`src/verilog/rx_wb_status_pkg.sv`:
```
// Package: status word layout, register map and frame limits for rx status writeback
package rx_wb_status_pkg;

  // ****************************************
  // Descriptor status word bit positions
  // ****************************************
  localparam int BIT_CRC_ERR    = 1;
  localparam int BIT_DRIBBLE    = 2;
  localparam int BIT_PHY_ERR    = 3;
  localparam int BIT_LATE_COL   = 6;
  localparam int BIT_TOO_LONG   = 7;
  localparam int BIT_LAST_DESC  = 8;
  localparam int BIT_FIRST_DESC = 9;
  localparam int BIT_MCAST      = 10;
  localparam int BIT_RUNT       = 11;
  localparam int BIT_ERR_SUM    = 15;

  // ****************************************
  // Frame length limits in bytes
  // ****************************************
  localparam int          CNT_W        = 14;
  localparam logic [13:0] MAX_LEN      = 14'h0800;
  localparam logic [13:0] MIN_LEN      = 14'h0040;
  localparam logic [13:0] LATE_COL_LEN = 14'h0040;
  localparam logic [13:0] CNT_SAT      = 14'h3FFF;

  // ****************************************
  // Register map, byte addresses
  // ****************************************
  localparam logic [7:0] REG_CTRL     = 8'h00;
  localparam logic [7:0] REG_IRQ_STAT = 8'h04;
  localparam logic [7:0] REG_IRQ_MASK = 8'h08;
  localparam logic [7:0] REG_LAST_ST  = 8'h0C;
  localparam logic [7:0] REG_FRM_CNT  = 8'h10;

  localparam int          IRQ_W         = 4;
  localparam int          IRQ_FRAME     = 0;
  localparam int          IRQ_FRM_ERR   = 1;
  localparam int          IRQ_DESC      = 2;
  localparam int          IRQ_OVERRUN   = 3;
  localparam logic [3:0]  IRQ_MASK_RST  = 4'h0;
  localparam logic [31:0] ZERO_WORD     = 32'h0000_0000;

  // ****************************************
  // Receive MAC side signals
  // ****************************************
  typedef struct packed {
    logic sof;      // Pulse: SFD seen, frame begins
    logic byte_ok;  // Pulse: one byte received
    logic eof;      // Pulse: frame ended
    logic col;      // Level: collision seen
    logic phy_er;   // Level: PHY receive error
    logic mcast;    // Valid with eof: multicast destination
    logic crc_bad;  // Valid with eof: FCS mismatch
    logic dribble;  // Valid with eof: extra bits past last byte
  } rx_mac_t;

  typedef enum logic [1:0] {
    ST_IDLE = 2'b00,
    ST_RECV = 2'b01,
    ST_EMIT = 2'b11
  } wb_state_t;

endpackage : rx_wb_status_pkg

```
`src/verilog/rx_status_writeback.sv`:
```
// Module: receive descriptor status word generator with Wishbone registers
`timescale 1ns/1ps
module rx_status_writeback
  import rx_wb_status_pkg::*;
(
  // Clock and reset
  input  wire logic        i_clk,
  input  wire logic        i_rst_n,
  // Receive MAC side
  input  wire rx_mac_t     i_mac,
  // Receive DMA side
  input  wire logic        i_desc_full,
  input  wire logic        i_stat_ready,
  output logic             o_stat_valid,
  output logic [31:0]      o_stat_word,
  // Wishbone slave
  input  wire logic        i_wb_cyc,
  input  wire logic        i_wb_stb,
  input  wire logic        i_wb_we,
  input  wire logic [7:0]  i_wb_adr,
  input  wire logic [3:0]  i_wb_sel,
  input  wire logic [31:0] i_wb_dat,
  output logic [31:0]      o_wb_dat,
  output logic             o_wb_ack,
  // Interrupt
  output logic             o_irq
);

  // ****************************************
  // Declarations
  // ****************************************
  wb_state_t          state_r;
  wb_state_t          state_nxt;
  logic [CNT_W-1:0]   byte_cnt_r;
  logic               first_r;
  logic               late_col_r;
  logic               phy_err_r;
  logic               pend_r;
  logic [31:0]        word_r;
  logic [31:0]        last_word_r;
  logic [31:0]        frm_cnt_r;
  logic               enable_r;
  logic [IRQ_W-1:0]   irq_stat_r;
  logic [IRQ_W-1:0]   irq_mask_r;
  logic               ack_r;
  logic [31:0]        rdat_r;
  logic [31:0]        final_word;
  logic [31:0]        mid_word;
  logic               accept;
  logic               desc_evt;
  logic               frame_evt;
  logic               overrun_evt;
  logic               wr_fire;
  logic               long_now;
  logic               runt_now;
  logic               crc_now;
  logic               frame_bad;

  // ****************************************
  // Helper functions
  // ****************************************
  // Decode used for both read mux and write strobes
  function automatic logic addr_is(input logic [7:0] adr, input logic [7:0] reg_off);
    addr_is = (adr[7:2] == reg_off[7:2]);
  endfunction : addr_is

  function automatic logic [31:0] put_bit(input logic [31:0] w, input int pos, input logic v);
    logic [31:0] t;
    t      = w;
    t[pos] = v;
    put_bit = t;
  endfunction : put_bit

  // ****************************************
  // Frame classification
  // ****************************************
  assign long_now  = (byte_cnt_r > MAX_LEN);
  assign runt_now  = (byte_cnt_r < MIN_LEN);
  assign crc_now   = i_mac.crc_bad | phy_err_r | i_mac.phy_er;
  // Dribble alone never marks the frame bad
  assign frame_bad = crc_now | late_col_r | long_now | runt_now;

  always_comb
  begin
    final_word = ZERO_WORD;
    final_word = put_bit(final_word, BIT_FIRST_DESC, first_r);
    final_word = put_bit(final_word, BIT_LAST_DESC, 1'b1);
    final_word = put_bit(final_word, BIT_MCAST, i_mac.mcast);
    final_word = put_bit(final_word, BIT_TOO_LONG, long_now);
    final_word = put_bit(final_word, BIT_LATE_COL, late_col_r);
    final_word = put_bit(final_word, BIT_PHY_ERR,
                         phy_err_r | i_mac.phy_er);
    final_word = put_bit(final_word, BIT_DRIBBLE, i_mac.dribble);
    final_word = put_bit(final_word, BIT_CRC_ERR, crc_now);
    final_word = put_bit(final_word, BIT_RUNT, runt_now);
    final_word = put_bit(final_word, BIT_ERR_SUM, frame_bad);
  end

  // Early descriptors carry only position; class bits are not yet final
  always_comb
  begin
    mid_word = ZERO_WORD;
    mid_word = put_bit(mid_word, BIT_FIRST_DESC, first_r);
    mid_word = put_bit(mid_word, BIT_LAST_DESC, 1'b0);
  end

  // ****************************************
  // Sequencing
  // ****************************************
  assign accept      = pend_r & i_stat_ready;
  assign desc_evt    = (state_r == ST_RECV) & i_desc_full & ~i_mac.eof & (~pend_r | accept);
  assign frame_evt   = (state_r == ST_RECV) & i_mac.eof & (~pend_r | accept);
  // Descriptor closure while previous word still waits is dropped
  // Receive path has no backpressure, so a stall was not an option
  // Limitation: a dropped eof leaves the block receiving until the next eof
  assign overrun_evt = (state_r == ST_RECV) & (i_desc_full | i_mac.eof)
                       & pend_r & ~i_stat_ready;

  always_comb
  begin
    state_nxt = state_r;
    unique case (state_r)
      ST_IDLE:
      begin
        if (i_mac.sof && enable_r)
          state_nxt = ST_RECV;
      end
      ST_RECV:
      begin
        if (frame_evt)
          state_nxt = ST_EMIT;
      end
      ST_EMIT:
      begin
        if (accept)
          state_nxt = ST_IDLE;
      end
      default:
      begin
        state_nxt = ST_IDLE;
      end
    endcase
  end

  always_ff @(posedge i_clk or negedge i_rst_n)
  begin
    if (!i_rst_n)
      state_r <= ST_IDLE;
    else
      state_r <= state_nxt;
  end

  // Saturating count keeps too-long true for any oversize frame
  always_ff @(posedge i_clk or negedge i_rst_n)
  begin
    if (!i_rst_n)
      byte_cnt_r <= '0;
    else if (state_r == ST_IDLE && i_mac.sof)
      byte_cnt_r <= '0;
    else if (state_r == ST_RECV && i_mac.byte_ok && byte_cnt_r != CNT_SAT)
      byte_cnt_r <= byte_cnt_r + 14'h0001;
  end

  // Error history held across the frame
  always_ff @(posedge i_clk or negedge i_rst_n)
  begin
    if (!i_rst_n)
    begin
      late_col_r <= 1'b0;
      phy_err_r  <= 1'b0;
    end
    else if (state_r == ST_IDLE && i_mac.sof)
    begin
      late_col_r <= 1'b0;
      phy_err_r  <= 1'b0;
    end
    else if (state_r == ST_RECV)
    begin
      // Count excludes the current byte, so the 65th byte is the first late one
      if (i_mac.col && byte_cnt_r >= LATE_COL_LEN)
        late_col_r <= 1'b1;
      if (i_mac.phy_er)
        phy_err_r <= 1'b1;
    end
  end

  always_ff @(posedge i_clk or negedge i_rst_n)
  begin
    if (!i_rst_n)
      first_r <= 1'b0;
    else if (state_r == ST_IDLE && i_mac.sof)
      first_r <= 1'b1;
    else if (desc_evt || frame_evt)
      first_r <= 1'b0;
  end

  // ****************************************
  // Status word handoff to DMA
  // ****************************************
  always_ff @(posedge i_clk or negedge i_rst_n)
  begin
    if (!i_rst_n)
    begin
      pend_r <= 1'b0;
      word_r <= ZERO_WORD;
    end
    else if (frame_evt)
    begin
      pend_r <= 1'b1;
      word_r <= final_word;
    end
    else if (desc_evt)
    begin
      pend_r <= 1'b1;
      word_r <= mid_word;
    end
    else if (accept)
      pend_r <= 1'b0;
  end

  assign o_stat_valid = pend_r;
  assign o_stat_word  = word_r;

  always_ff @(posedge i_clk or negedge i_rst_n)
  begin
    if (!i_rst_n)
    begin
      last_word_r <= ZERO_WORD;
      frm_cnt_r   <= ZERO_WORD;
    end
    else if (frame_evt)
    begin
      last_word_r <= final_word;
      frm_cnt_r   <= frm_cnt_r + 32'h0000_0001;
    end
  end

  // ****************************************
  // Wishbone slave
  // ****************************************
  // One wait state: ack rises the cycle after the request is seen
  // Write lands on the edge where the master sees ack
  assign wr_fire = i_wb_cyc & i_wb_stb & i_wb_we & ack_r & i_wb_sel[0];

  always_ff @(posedge i_clk or negedge i_rst_n)
  begin
    if (!i_rst_n)
      ack_r <= 1'b0;
    else
      ack_r <= i_wb_cyc & i_wb_stb & ~ack_r;
  end

  // Read data latched on the request edge, held until the next access
  always_ff @(posedge i_clk or negedge i_rst_n)
  begin
    if (!i_rst_n)
      rdat_r <= ZERO_WORD;
    else if (i_wb_cyc && i_wb_stb && !ack_r)
    begin
      if (addr_is(i_wb_adr, REG_CTRL))
        rdat_r <= {31'h0000_0000, enable_r};
      else if (addr_is(i_wb_adr, REG_IRQ_STAT))
        rdat_r <= {28'h000_0000, irq_stat_r};
      else if (addr_is(i_wb_adr, REG_IRQ_MASK))
        rdat_r <= {28'h000_0000, irq_mask_r};
      else if (addr_is(i_wb_adr, REG_LAST_ST))
        rdat_r <= last_word_r;
      else if (addr_is(i_wb_adr, REG_FRM_CNT))
        rdat_r <= frm_cnt_r;
      else
        rdat_r <= ZERO_WORD;
    end
  end

  assign o_wb_ack = ack_r;
  assign o_wb_dat = rdat_r;

  always_ff @(posedge i_clk or negedge i_rst_n)
  begin
    if (!i_rst_n)
    begin
      enable_r   <= 1'b0;
      irq_mask_r <= IRQ_MASK_RST;
    end
    else if (wr_fire)
    begin
      if (addr_is(i_wb_adr, REG_CTRL))
        enable_r <= i_wb_dat[0];
      if (addr_is(i_wb_adr, REG_IRQ_MASK))
        irq_mask_r <= i_wb_dat[IRQ_W-1:0];
    end
  end

  // ****************************************
  // Interrupt status, set beats clear
  // ****************************************
  logic [IRQ_W-1:0] irq_set;
  logic [IRQ_W-1:0] irq_clr;

  always_comb
  begin
    irq_set              = '0;
    irq_set[IRQ_FRAME]   = frame_evt;
    irq_set[IRQ_FRM_ERR] = frame_evt & frame_bad;
    irq_set[IRQ_DESC]    = desc_evt;
    irq_set[IRQ_OVERRUN] = overrun_evt;
    irq_clr              = '0;
    if (wr_fire && addr_is(i_wb_adr, REG_IRQ_STAT))
      irq_clr = i_wb_dat[IRQ_W-1:0];
  end

  always_ff @(posedge i_clk or negedge i_rst_n)
  begin
    if (!i_rst_n)
      irq_stat_r <= '0;
    else
      irq_stat_r <= (irq_stat_r & ~irq_clr) | irq_set;
  end

  // Mask gates only the pin; status still records every event
  assign o_irq = |(irq_stat_r & irq_mask_r);

endmodule : rx_status_writeback

```
`config.mk`:
```
export PLATFORM = sky130hd
export DESIGN_NAME = rx_status_writeback
export DESIGN_NICKNAME = d
export VERILOG_FILES = /design/src/verilog/rx_wb_status_pkg.sv /design/src/verilog/rx_status_writeback.sv
export SDC_FILE = /design/constraint.sdc
export NUM_CORES = 1
export LEC_CHECK = 0
export BUFFER_PORTS_ARGS = -buffer_cell sky130_fd_sc_hd__clkbuf_2
export CORE_MARGIN = 2
export CORE_UTILIZATION = 30
export CTS_CLUSTER_DIAMETER = 40
export CTS_CLUSTER_SIZE = 20
export DETAILED_ROUTE_END_ITERATION = 16
export GPL_TIMING_DRIVEN = 0
export PLACE_DENSITY = 0.58
export SYNTH_ARGS = -nofsm -noshare
export SYNTH_HDL_FRONTEND = slang
export SYNTH_SLANG_ARGS = --single-unit
```
`constraint.sdc`:
```
create_clock -name i_clk -period 3.4 [get_ports i_clk]
set_input_delay 0.34 -clock i_clk [delete_from_list [all_inputs] [get_ports i_clk]]
set_output_delay 0.34 -clock i_clk [all_outputs]
set_load 0.05 [all_outputs]
```
## Yosys cells after proc, flatten, opt, wreduce, memory -nomap -nowiden

Index checks and enable logic that the tools add are counted.

- Register bits: 136
- Output and inout bits: 67
- Word-level logic and storage cells: 110

- Add/sub/neg operators: 2
- Eq/ne operators: 10
- Reduce and logical (&&, ||, !) cells: 25
- Magnitude comparators: 3
- Bitwise gates (word level): 31
- Multiplexer cells: 25

Operators by type and width:

| cell | count |
|---|---|
| 2-to-1 mux 32 bit | 7 |
| adder 32 x 1 -> 32 bit, second input constant | 1 |
| 2-to-1 mux 14 bit | 2 |
| bitwise AND 1 bit | 15 |
| adder 14 x 1 -> 14 bit, second input constant | 1 |
| >= comparator 14 x 7 -> 1 bit, second input constant | 1 |
| > comparator 14 x 12 -> 1 bit, second input constant | 1 |
| < comparator 14 x 7 -> 1 bit, second input constant | 1 |
| inequality test 14 bit, second input constant | 1 |
| == test 6 x 2 -> 1 bit, second input constant | 2 |
| nonzero test 2 bit | 6 |
| 2-to-1 mux 1 bit | 11 |
| bitwise AND 4 bit | 2 |
| logical AND 1 bit | 8 |
| OR 1 bit | 8 |
| AND reduction 2 bit | 4 |
| == test 6 x 1 -> 1 bit, second input constant | 1 |
| == test 6 x 3 -> 1 bit, second input constant | 1 |
| logical NOT 6 bit | 1 |
| 2-to-1 mux 2 bit | 3 |
| inequality test 2 bit, second input constant | 3 |
| case mux 2 bit (3 select lines) | 1 |
| 2-to-1 mux 4 bit | 1 |
| inverter 1 bit | 4 |
| 10 further kinds | 10 |

## Depth between registers and ports, before layout

Gate-level depths: netlist of run 1.

- Depth after elaboration: 9
- Mapped depth: 8
- Depth with buffers taken out: 5

## Worst setup path after synthesis of run 1

Ideal clock, no wire load.

- Path type: register -> register
- Start: reg pend_r, in the netlist o_stat_valid
- End: reg frm_cnt_r[5]
- Stages on the path, launching flop included: 5
- Arrival: 1,709 ps
- Buffers on the path: 0
- Period minus slack after synthesis: 1,831 ps
- Slack: 1,569 ps
- Cells stage by stage: dfrtp_1 nor2b_1 nor3_2 and3_1 xor2_1

- Word-level cells in the longest chain between the ends: 3
- Elaborated cells on any way between the ends: 4
- Classes of those cells: bitwise: 4

RTL lines:

| what | line | source |
|---|---|---|
| start: declaration | rx_status_writeback.sv:38 | `logic pend_r;` |
| start signal: assignment | rx_status_writeback.sv:204 | `pend_r <= 1'b0;` |
| start signal: assignment | rx_status_writeback.sv:209 | `pend_r <= 1'b1;` |
| start signal: assignment | rx_status_writeback.sv:214 | `pend_r <= 1'b1;` |
| bitwise AND 1 bit / inverter 1 bit (equally long branches) | rx_status_writeback.sv:110, rx_status_writeback.sv:112 |  |
| OR 1 bit (*) | rx_status_writeback.sv:112 | `assign frame_evt = (state_r == ST_RECV) & i_mac.eof & (~pend_r \| accept);` |
| bitwise AND 1 bit (*) | rx_status_writeback.sv:112 |  |
| end signal: assignment | rx_status_writeback.sv:234 | `frm_cnt_r <= frm_cnt_r + 32'h0000_0001;` |
| end: declaration | rx_status_writeback.sv:41 | `logic [31:0] frm_cnt_r;` |

Mark *: on every way between the ends. The rest lies on a longest branch, timed or not.
A chain may end at the register's enable or synchronous reset.

## Worst setup path in the final report of run 1

- Start: reg state_r[1]
- End: reg frm_cnt_r[30]

- Word-level cells in the longest chain between the ends: 3

RTL lines:

| what | line | source |
|---|---|---|
| start: declaration | rx_status_writeback.sv:32 | `wb_state_t state_r;` |
| start signal: assignment | rx_status_writeback.sv:150 | `state_r <= state_nxt;` |
| == test 2 x 1 -> 1 bit | rx_status_writeback.sv:112 |  |
| bitwise AND 1 bit (2 in series) | rx_status_writeback.sv:112 |  |

Every way passes these cells.

==> results.py, run 1 <==
metrics = {
    "run_status": {
        "status": "finished, final reports clean",
    },
    "run": {
        "cap_viol_max_count": 0,
    },
    "pwr": {
        "power_frac_seq_pct": 37.7,
        "switching_power_uw": 1410,
        "p_leak_uw": 0.00335,
        "ir_drop_v": 0.000425,
        "powerDensity_nw_per_um2": 652,
        "power.internal_uw": 3060,
        "pwr-share-clk_pct": 42.8,
        "p_sw_share_pct": 31.6,
        "pwr-share-comb_pct": 19.5,
    },
    "timing": {
        "fmax_ghz": 0.459,
        "hold_slack_ns": 0.141,
        "rsz0062_at_grt": "no",
        "post-route-min-period_ns": 2.18,
        "hold_viol": 0,
        "slew_headroom_pct": 38.1,
        "setup_tns_ns": 0,
        "skew_ns": 0.00779,
        "worst_slew_pin_slew_ns": 0.921,
        "post-route-period-util_pct": 64.0,
        "final_max_slew_viol_count": 0,
        "setup_viol": 0,
    },
    "drt": {
        "drt_wl_total_mm": 13.1,
        "first_pass_iters": 4,
        "drtAntennaViolNets": 0,
        "drt_iter0_markers": 169,
        "vias_per_cell": 4.76,
        "drc": 0,
        "num_vias": 4267,
        "post_drt_wl_per_cell_um": 14.6,
    },
    "setup_path": {
        "cp-start-kind": "flip-flop",
        "critPathMaxStageDelay_ns": 0.83,
        "worstSetupPathType": "reg2reg",
        "crit_path_end_kind": "flip-flop",
        "cp_cell_sequence": "nand2b_1 -> nor3_1 -> nand4_1 -> xnor2_1",
        "crit_family": "simple AND/OR/NAND/NOR gates",
        "crit_fanout": 9,
        "cp.arrival_ns": 2.47,
        "crit_buf_inv": 0,
        "cp_data_required_time_ns": 3.69,
        "cp_slowest_cell": "nor3_1",
    },
    "finish": {
        "antenna_cells": 0,
        "fillCellCount": 1825,
        "layout_common_cells": "dfrtp_1 (114), nand2_1 (107), clkbuf_2 (67)",
        "multi_input_area_sq_um": 2390,
        "fin_area_sq_um": 6860,
        "drive_gt1_share_pct": 21.7,
        "final_common_cell": "dfrtp_1",
        "seqCellArea_sq_um": 2850,
        "area_delta_synth_final_pct": 25.2,
        "fin_nets": 718,
    },
    "logic_synthesis": {
        "syn_avg_cell_area_sq_um": 10.0,
        "ys.flop_type": "dfrtp_1",
        "syn-cell-area_sq_um": 5480,
        "ys_warn_count": 0,
        "netlist_instances": 547,
        "ys_top_cells_by_area": "dfrtp_1 (52%), nand2_1 (7.3%), xnor2_1 (4.5%), nand3_1 (3.4%), buf_4 (3.2%)",
        "synth-edff-count": 0,
        "yosys.area.top_type": "dfrtp_1",
        "yosysTopAreaCellShare_pct": 52.1,
        "ys_seq_area_share_pct": 52.1,
        "ys_seq_elements": 114,
        "synth.distinct_cells": 55,
        "synthArstFlopShare_pct": 100,
    },
    "global_route": {
        "overflow": 0,
        "antenna_found_initial": 0,
        "track_usage_pct": 14.1,
        "grt_pass1_vias": 4187,
        "grt_max_degree": 92,
        "grt_pass1_wl_mm": 21.8,
    },
    "clocking": {
        "htreeDepth": 4,
        "cts_tree": "built",
        "cts_sinks": 114,
        "path_clk_slew_ns": 0.05,
        "cts_resized": 0,
        "clock_latency_ns": 0.41,
        "clockBufferDepth": 2,
        "cts_hold_buf": 1,
        "root_buffer": "clkbuf_16",
        "post_cts_buffers": 0,
        "numCtsBuffers": 17,
    },
    "place": {
        "hpwl_mm": 9.50,
        "port_buffers": 67,
        "dpl_cell_area_sq_um": 6210,
        "place_congestion": 0.790,
    },
    "floorplan": {
        "die_h_um": 139,
        "start_util_pct": 30.5,
        "die_w_um": 139,
        "fp.dieArea_sq_um": 19400,
        "rows": 49,
        "ioPinCount": 126,
        "core_area_sq_um": 18000,
    },
    "hold_path": {
        "hold_path.class": "in2reg",
    },
}
[routing by layer]
layer  wire length [um]  track usage, %
met1               5940            18.0
met3                609            4.14
met2               6360            22.9
met4                193            4.78
met5                  0               0
[cell type report]
type,count,area share [%]
timing repair buffer,69,5.56
sequential,114,41.6
tap,229,4.18
multi-input combinational,398,34.9
inverter,10,0.547
buffer,46,4.01
clock buffer,21,7.00
clock inverter,9,2.24
[sequential cells by signal (all words and copies together) (netlist names), 2 cells and up]
name,cells
irq_mask_r,4
state_r,2
o_wb_dat,32
irq_stat_r,4
frm_cnt_r,32
o_stat_word,10
byte_cnt_r,14
last_word_r,10
[synth_stat cells, types with 4 or more instances]
master    count
a211oi_1      4
a21o_1        7
a21oi_1       7
a221oi_1      8
and2_1        4
and3_1       11
and4_1       10
buf_2         6
buf_4        23
clkbuf_1     15
dfrtp_1     114
inv_1        10
mux2_4        4
mux2i_1       7
nand2_1     107
nand2b_1      9
nand3_1      37
nand4_1      21
nor2_1       27
nor3_1        8
nor4_1        8
nor4_4        4
o21ai_0      13
o31ai_1       5
xnor2_1      28
[worst register-to-register path, delay by kind of cell, from the launching register on]
family / cells / cell delay (ns)
simple gates: 3 / 1.42
flops: 1 / 0.46
xor+xnor: 1 / 0.18
[path summary, 6_finish.rpt]
path / startpoint / to / slack, ns / depth (start not counted)
max reg2reg: state_r[1]$_DFFE_PN0P_ / frm_cnt_r[30]$_DFFE_PN0P_ / 1.22 / 4
min in group asynchronous: i_rst_n / o_wb_dat[16]$_DFFE_PN0P_ / 0.36 / 2
min: i_mac[2] / last_word_r[10]$_DFFE_PN0P_ / 0.14 / 3
min reg2reg: o_wb_dat[26]$_DFFE_PN0P_ / o_wb_dat[26]$_DFFE_PN0P_ / 0.46 / 2
max in group asynchronous: i_rst_n / byte_cnt_r[1]$_DFFE_PN0P_ / 2.34 / 3
max: state_r[1]$_DFFE_PN0P_ / frm_cnt_r[30]$_DFFE_PN0P_ / 1.22 / 4
[power by group through the flow]
stage,combinational (uW),sequential [uW],clock (uW)
final,870,1690,1910
after global routing,967,1710,2000
after CTS,888,1680,1940
after detailed placement,883,1710,0
after global placement,862,1700,0
after floorplan,425,1880,0
[logic make-up after synthesis]
logic type	synth area share (%)
mux	2.99
compound gates	8.06
buf+inv	5.71
xor+xnor	4.96
flops	52.1
simple gates	25.4
fa+ha+maj	0.685
other cells	0.0685
[through the flow]
step / instances / power [uW] / setup WS, ns / utilization, %
floorplan: 568 / 2300 / 1.57 / -
global placement: 864 / 2570 / 0.211 / 34.4
detailed placement: 865 / 2590 / 1.27 / 34.6
CTS: 896 / 4510 / 1.26 / 38.2
global route: 896 / 4680 / 1.06 / 38.2
finish: 896 / 4470 / 1.22 / 38.2
Power figures use the tool's default switching activity.
==> run 2, diff against run 1 <==
==> constraint.sdc (replaced) <==
create_clock -name i_clk -period 2.2 [get_ports i_clk]
set_input_delay 0.22 -clock i_clk [delete_from_list [all_inputs] [get_ports i_clk]]
set_output_delay 0.22 -clock i_clk [all_outputs]
set_load 0.05 [all_outputs]
==> run 2 against run 1 <==
Combinational power rose by 55%. Non-clock buffer count stayed put. Sequential power up 54%. Worst setup slack got worse by 0.99 ns. Utilization about the same. Fmax increased by 11%. Worst hold slack got worse by 0.12 ns.
==> results.py, run 2 (same netlist as run 1, synthesis figures left out) <==
metrics = {
    "run_status": {
        "status": "finished, final reports clean",
    },
    "setup_path": {
        "crit_path_end": "frm_cnt_r[29]$_DFFE_PN0P_",
        "cp_data_required_time_ns": 2.49,
        "r2r_slack_ns": 0.23,
        "crit_path_end_kind": "flip-flop",
        "timing.rr.start": "state_r[1]$_DFFE_PN0P_",
        "cp.arrival_ns": 2.26,
        "cp-start-kind": "flip-flop",
        "worstSetupPathType": "reg2reg",
        "worstSetupStartpoint": "state_r[1]$_DFFE_PN0P_",
        "crit_fanout": 9,
        "regToRegEndpoint": "frm_cnt_r[29]$_DFFE_PN0P_",
        "reg2regPathDepth": 4,
    },
    "clocking": {
        "numCtsBuffers": 17,
        "root_buffer": "clkbuf_16",
        "path_clk_slew_ns": 0.05,
        "cts_sinks": 114,
        "htreeDepth": 4,
        "clockBufferDepth": 2,
        "clock_latency_ns": 0.41,
        "cts_tree": "built",
    },
    "timing": {
        "fmax_ghz": 0.508,
        "skew_ns": 0.00728,
        "rsz0062_at_grt": "no",
        "setup_viol": 0,
        "post-route-period-util_pct": 89.4,
        "post-route-min-period_ns": 1.97,
        "setup_ws_ns": 0.232,
        "setup_tns_ns": 0,
        "final_max_slew_viol_count": 0,
        "slew_headroom_pct": 48.8,
        "worst_slew_pin_slew_ns": 0.767,
        "hold_viol": 0,
    },
    "place": {
        "port_buffers": 67,
        "hpwl_mm": 9.50,
        "dpl_cell_area_sq_um": 6210,
        "pre_cts_ws_ns": 0.0728,
        "place_congestion": 0.790,
    },
    "floorplan": {
        "ioPinCount": 126,
        "start_util_pct": 30.5,
        "die_h_um": 139,
        "rows": 49,
        "core_area_sq_um": 18000,
        "die_w_um": 139,
        "fp.dieArea_sq_um": 19400,
    },
    "drt": {
        "num_vias": 4295,
        "post_drt_wl_per_cell_um": 14.6,
        "drt_iter0_markers": 177,
        "vias_per_cell": 4.79,
        "drc": 0,
        "drtAntennaViolNets": 0,
        "first_pass_iters": 4,
        "drt_wl_total_mm": 13.1,
    },
    "global_route": {
        "grt_max_degree": 92,
        "antenna_found_initial": 0,
        "grt_pass1_vias": 4187,
        "track_usage_pct": 14.1,
        "grt_pass1_wl_mm": 21.8,
        "overflow": 0,
    },
    "pwr": {
        "p_leak_uw": 0.00335,
        "powerDensity_nw_per_um2": 1010,
        "ir_drop_v": 0.000652,
    },
    "finish": {
        "area_delta_synth_final_pct": 25.3,
        "fillCellCount": 1826,
        "seqCellArea_sq_um": 2850,
        "multi_input_area_sq_um": 2400,
        "fin_area_sq_um": 6860,
        "fin_nets": 718,
        "final_common_cell": "dfrtp_1",
        "layout_common_cells": "dfrtp_1 (114), nand2_1 (107), clkbuf_2 (67)",
        "drive_gt1_share_pct": 21.9,
        "antenna_cells": 0,
    },
    "hold_path": {
        "hold_path.class": "in2reg",
    },
    "run": {
        "cap_viol_max_count": 0,
    },
}
-- run 2: changes by cell type in the layout (fill, tap and decap cells not counted) --
cell | before | now
nor3_1 | 8 | 7
nor3_2 | 1 | 2
-- run 2: through the flow --
step / power [uW] / cells / hold slack, ns / util (%)
floorplan: 3560 / 568 / -0.0756 / -
global placement: 3970 / 864 / 0.442 / 34.4
detailed placement: 4000 / 865 / 0.108 / 34.6
CTS: 6980 / 896 / 0.0133 / 38.2
global route: 7230 / 896 / 0.0273 / 38.2
finish: 6900 / 896 / 0.0224 / 38.2
-- run 2: worst max-delay path, cell delays in order, from the launching register on --
cell and delay, ns:
dfrtp_1 0.46, nand2b_1 0.37, nor3_2 0.61, nand4_1 0.22, xnor2_1 0.18
-- run 2: worst min path at each step --
stage              from  cells after the start                          end  slack, ns
3_5_place_dp    i_rst_n                      1     o_wb_dat[17]$_DFFE_PN0P_       0.11
3_3_place_gp   i_mac[2]                      3  last_word_r[10]$_DFFE_PN0P_       0.44
6_report       i_mac[2]                      3  last_word_r[10]$_DFFE_PN0P_       0.02
4_1_cts        i_mac[2]                      3  last_word_r[10]$_DFFE_PN0P_       0.01
2_1_floorplan   i_rst_n                      0    byte_cnt_r[0]$_DFFE_PN0P_      -0.08
5_1_grt        i_mac[2]                      3  last_word_r[10]$_DFFE_PN0P_       0.03
-- run 2: timing repair --
action,in CTS,in global routing
endpoints found under the hold margin,23,0
endpoints found under the setup margin,0,7
hold buffers,1,0
setup buffers,0,0
resized for setup,0,1
-- run 2: metal layers --
layer  up-vias  GRT usage (%)  share of wire (%)
met5         -              0                  0
met4         0           4.78                1.3
met3        15           4.14                4.7
met2        94           22.9                 49
met1      2075           18.0                 45
li1       2111              -                  -
-- run 2: cell type report --
class                           count  area share [%]
Tap cell                          229            4.17
Timing Repair Buffer               69            5.56
Clock inverter                      9            2.24
Clock buffer                       21            7.00
Buffer                             46            4.01
Multi-Input combinational cell    398            34.9
Inverter                           10           0.547
Sequential cell                   114            41.6
-- run 2: report_power, final --
part | internal (uW) | switching [uW] | total [uW]
clock | 2000 | 950 | 2950
combinational | 367 | 980 | 1350
sequential | 2360 | 242 | 2600
total | 4730 | 2170 | 6900
==> run 3, diff against run 2 <==
--- a/config.mk
+++ b/config.mk
@@ -12,7 +12,7 @@
 export CTS_CLUSTER_SIZE = 20
 export DETAILED_ROUTE_END_ITERATION = 16
 export GPL_TIMING_DRIVEN = 0
-export PLACE_DENSITY = 0.58
+export PLACE_DENSITY = 0.59
 export SYNTH_ARGS = -nofsm -noshare
 export SYNTH_HDL_FRONTEND = slang
 export SYNTH_SLANG_ARGS = --single-unit
==> constraint.sdc (replaced) <==
create_clock -name i_clk -period 1.8 [get_ports i_clk]
set_input_delay 0.18 -clock i_clk [delete_from_list [all_inputs] [get_ports i_clk]]
set_output_delay 0.18 -clock i_clk [all_outputs]
set_load 0.05 [all_outputs]
==> run 3 against run 2 <==
Sequential cell count is the same. Critical path type unchanged. Sequential share of layout area shrank 0.25 points. Clock power grew 8.5%. Via count is essentially flat. Combinational power grew 26%.
==> results.py, run 3 (same netlist as run 1, synthesis figures left out) <==
metrics = {
    "finish": {
        "final_common_cell": "dfrtp_1",
        "drive_gt1_share_pct": 24.4,
        "fillCellCount": 1832,
        "fin_nets": 721,
        "layout_common_cells": "dfrtp_1 (113), nand2_1 (107), clkbuf_2 (70)",
        "area_delta_synth_final_pct": 26.1,
        "antenna_cells": 0,
    },
    "run": {
        "cap_viol_max_count": 0,
    },
    "pwr": {
        "p_sw_share_pct": 33.2,
        "power.internal_uw": 5410,
        "pwr-share-clk_pct": 39.5,
        "power_frac_seq_pct": 39.4,
        "ir_drop_v": 0.000748,
        "switching_power_uw": 2690,
        "pwr-share-comb_pct": 21.1,
        "powerDensity_nw_per_um2": 1170,
        "p_leak_uw": 0.00340,
    },
    "setup_path": {
        "worstSetupStartpoint": "state_r[1]$_DFFE_PN0P_",
        "worstSetupPathType": "reg2reg",
        "cp_data_required_time_ns": 2.09,
        "timing.rr.start": "state_r[1]$_DFFE_PN0P_",
        "cp-start-kind": "flip-flop",
        "crit_path_end": "byte_cnt_r[13]$_DFFE_PN0P_",
        "regToRegEndpoint": "byte_cnt_r[13]$_DFFE_PN0P_",
        "cp.arrival_ns": 2.04,
        "crit_path_end_kind": "flip-flop",
        "r2r_slack_ns": 0.05,
        "crit_fanout": 9,
        "reg2regPathDepth": 4,
    },
    "timing": {
        "skew_ns": 0.0102,
        "hold_slack_ns": 0.0202,
        "setup_viol": 0,
        "hold_viol": 0,
        "slew_headroom_pct": 51.8,
        "final_max_slew_viol_count": 0,
        "post-route-min-period_ns": 1.75,
        "worst_slew_pin_slew_ns": 0.717,
        "rsz0062_at_grt": "yes",
        "setup_tns_ns": 0,
        "post-route-period-util_pct": 97.3,
        "fmax_ghz": 0.571,
    },
    "drt": {
        "drt_iter0_markers": 152,
        "first_pass_iters": 4,
        "post_drt_wl_per_cell_um": 14.6,
        "vias_per_cell": 4.77,
        "wl_met3_um": 576,
        "drt_wl_total_mm": 13.2,
        "dr_wl_met2_mm": 6.36,
        "met1_length_mm": 6.14,
        "routed.top_layer": "met4",
        "drc": 0,
        "drtAntennaViolNets": 0,
        "num_vias": 4294,
    },
    "clocking": {
        "cts_tree": "built",
        "cts_sinks": 114,
        "numCtsBuffers": 17,
        "clockBufferDepth": 2,
        "htreeDepth": 4,
        "clock_latency_ns": 0.41,
        "path_clk_slew_ns": 0.05,
        "root_buffer": "clkbuf_16",
    },
    "hold_path": {
        "hold_path.class": "in2reg",
    },
    "place": {
        "hpwl_mm": 9.51,
        "place_congestion": 0.798,
        "port_buffers": 67,
    },
    "floorplan": {
        "start_util_pct": 30.5,
        "fp.dieArea_sq_um": 19400,
        "die_w_um": 139,
        "core_area_sq_um": 18000,
        "die_h_um": 139,
        "ioPinCount": 126,
        "rows": 49,
    },
    "global_route": {
        "grt_pass1_wl_mm": 22.1,
        "grt_pass1_vias": 4254,
        "overflow": 0,
        "antenna_found_initial": 0,
        "track_usage_pct": 14.2,
        "grt_max_degree": 87,
    },
    "run_status": {
        "status": "finished, final reports clean",
    },
}
run 3: cell count changes in the layout (fill, tap and decap cells not counted), moves of 3 or more:
cell | previous run | this run
buf_4 | 23 | 28
clkbuf_1 | 15 | 10
clkinv_2 | 2 | 8
nor4_1 | 8 | 4
clkbuf_2 | 67 | 70
clkbuf_8 | 5 | 2
run 3: routing by layer:
metal,up-vias,GRT usage (%)
met5,-,0
met4,0,4.52
met3,6,3.38
met2,87,23.1
met1,2080,18.7
li1,2121,-
run 3: power groups by stage:
stage                     sequential, uW  combinational [uW]  clock (uW)
after floorplan                     3550                 805           0
after global placement              3210                1640           0
after detailed placement            3220                1670           0
after CTS                           3180                1700        3250
after global routing                3230                1880        3390
final                               3190                1700        3200
run 3: worst max-delay path, stage by stage (launching register included):
cell and delay [ns]:
dfrtp_1 0.48, and3b_1 0.38, nand4_1 0.22, or3_1 0.42
mux2i_1 0.13
run 3: cell type report:
| class | count | area (sq um) | share of cell area [%] |
|---|---|---|---|
| Clock inverter | 12 | 116 | 1.68 |
| Sequential cell | 114 | 2850 | 41.3 |
| Timing Repair Buffer | 75 | 429 | 6.21 |
| Inverter | 10 | 37.5 | 0.543 |
| Multi-Input combinational cell | 398 | 2470 | 35.7 |
| Tap cell | 229 | 287 | 4.15 |
| Buffer | 43 | 273 | 3.95 |
| Clock buffer | 19 | 443 | 6.41 |
run 3: repair_timing:
action                                  in CTS  in global routing
hold endpoints to repair                    29                  0
hold buffers                                 2                  0
setup buffers                                2                  3
resized for setup                            8                 14
pin swaps                                    2                  3
endpoints found under the setup margin      56                 43
run 3: how the worst min path moves through the flow:
stage / start / end / slack (ns) / cells after the start
6_report: i_wb_dat[3] / irq_mask_r[3]$_DFFE_PN0P_ / 0.02 / 2
3_5_place_dp: i_rst_n / o_wb_dat[16]$_DFFE_PN0P_ / 0.09 / 1
4_1_cts: i_wb_dat[3] / irq_mask_r[3]$_DFFE_PN0P_ / 0.008 / 2
5_1_grt: i_wb_dat[3] / irq_mask_r[3]$_DFFE_PN0P_ / 0.02 / 2
2_1_floorplan: i_rst_n / byte_cnt_r[0]$_DFFE_PN0P_ / -0.12 / 0
3_3_place_gp: i_mac[2] / last_word_r[10]$_DFFE_PN0P_ / 0.40 / 3
run 3: through the flow:
stage / cell area (sq um) / total power, uW / std cells / setup WS, ns / utilization (%)
floorplan: 5560 / 4350 / 568 / 0.0386 / -
global placement: 6180 / 4850 / 864 / -1.21 / 34.4
detailed placement: 6220 / 4890 / 865 / -0.325 / 34.6
CTS: 6840 / 8130 / 898 / -0.0306 / 38.1
global route: 6910 / 8500 / 900 / -0.0131 / 38.5
finish: 6910 / 8090 / 900 / 0.0489 / 38.5
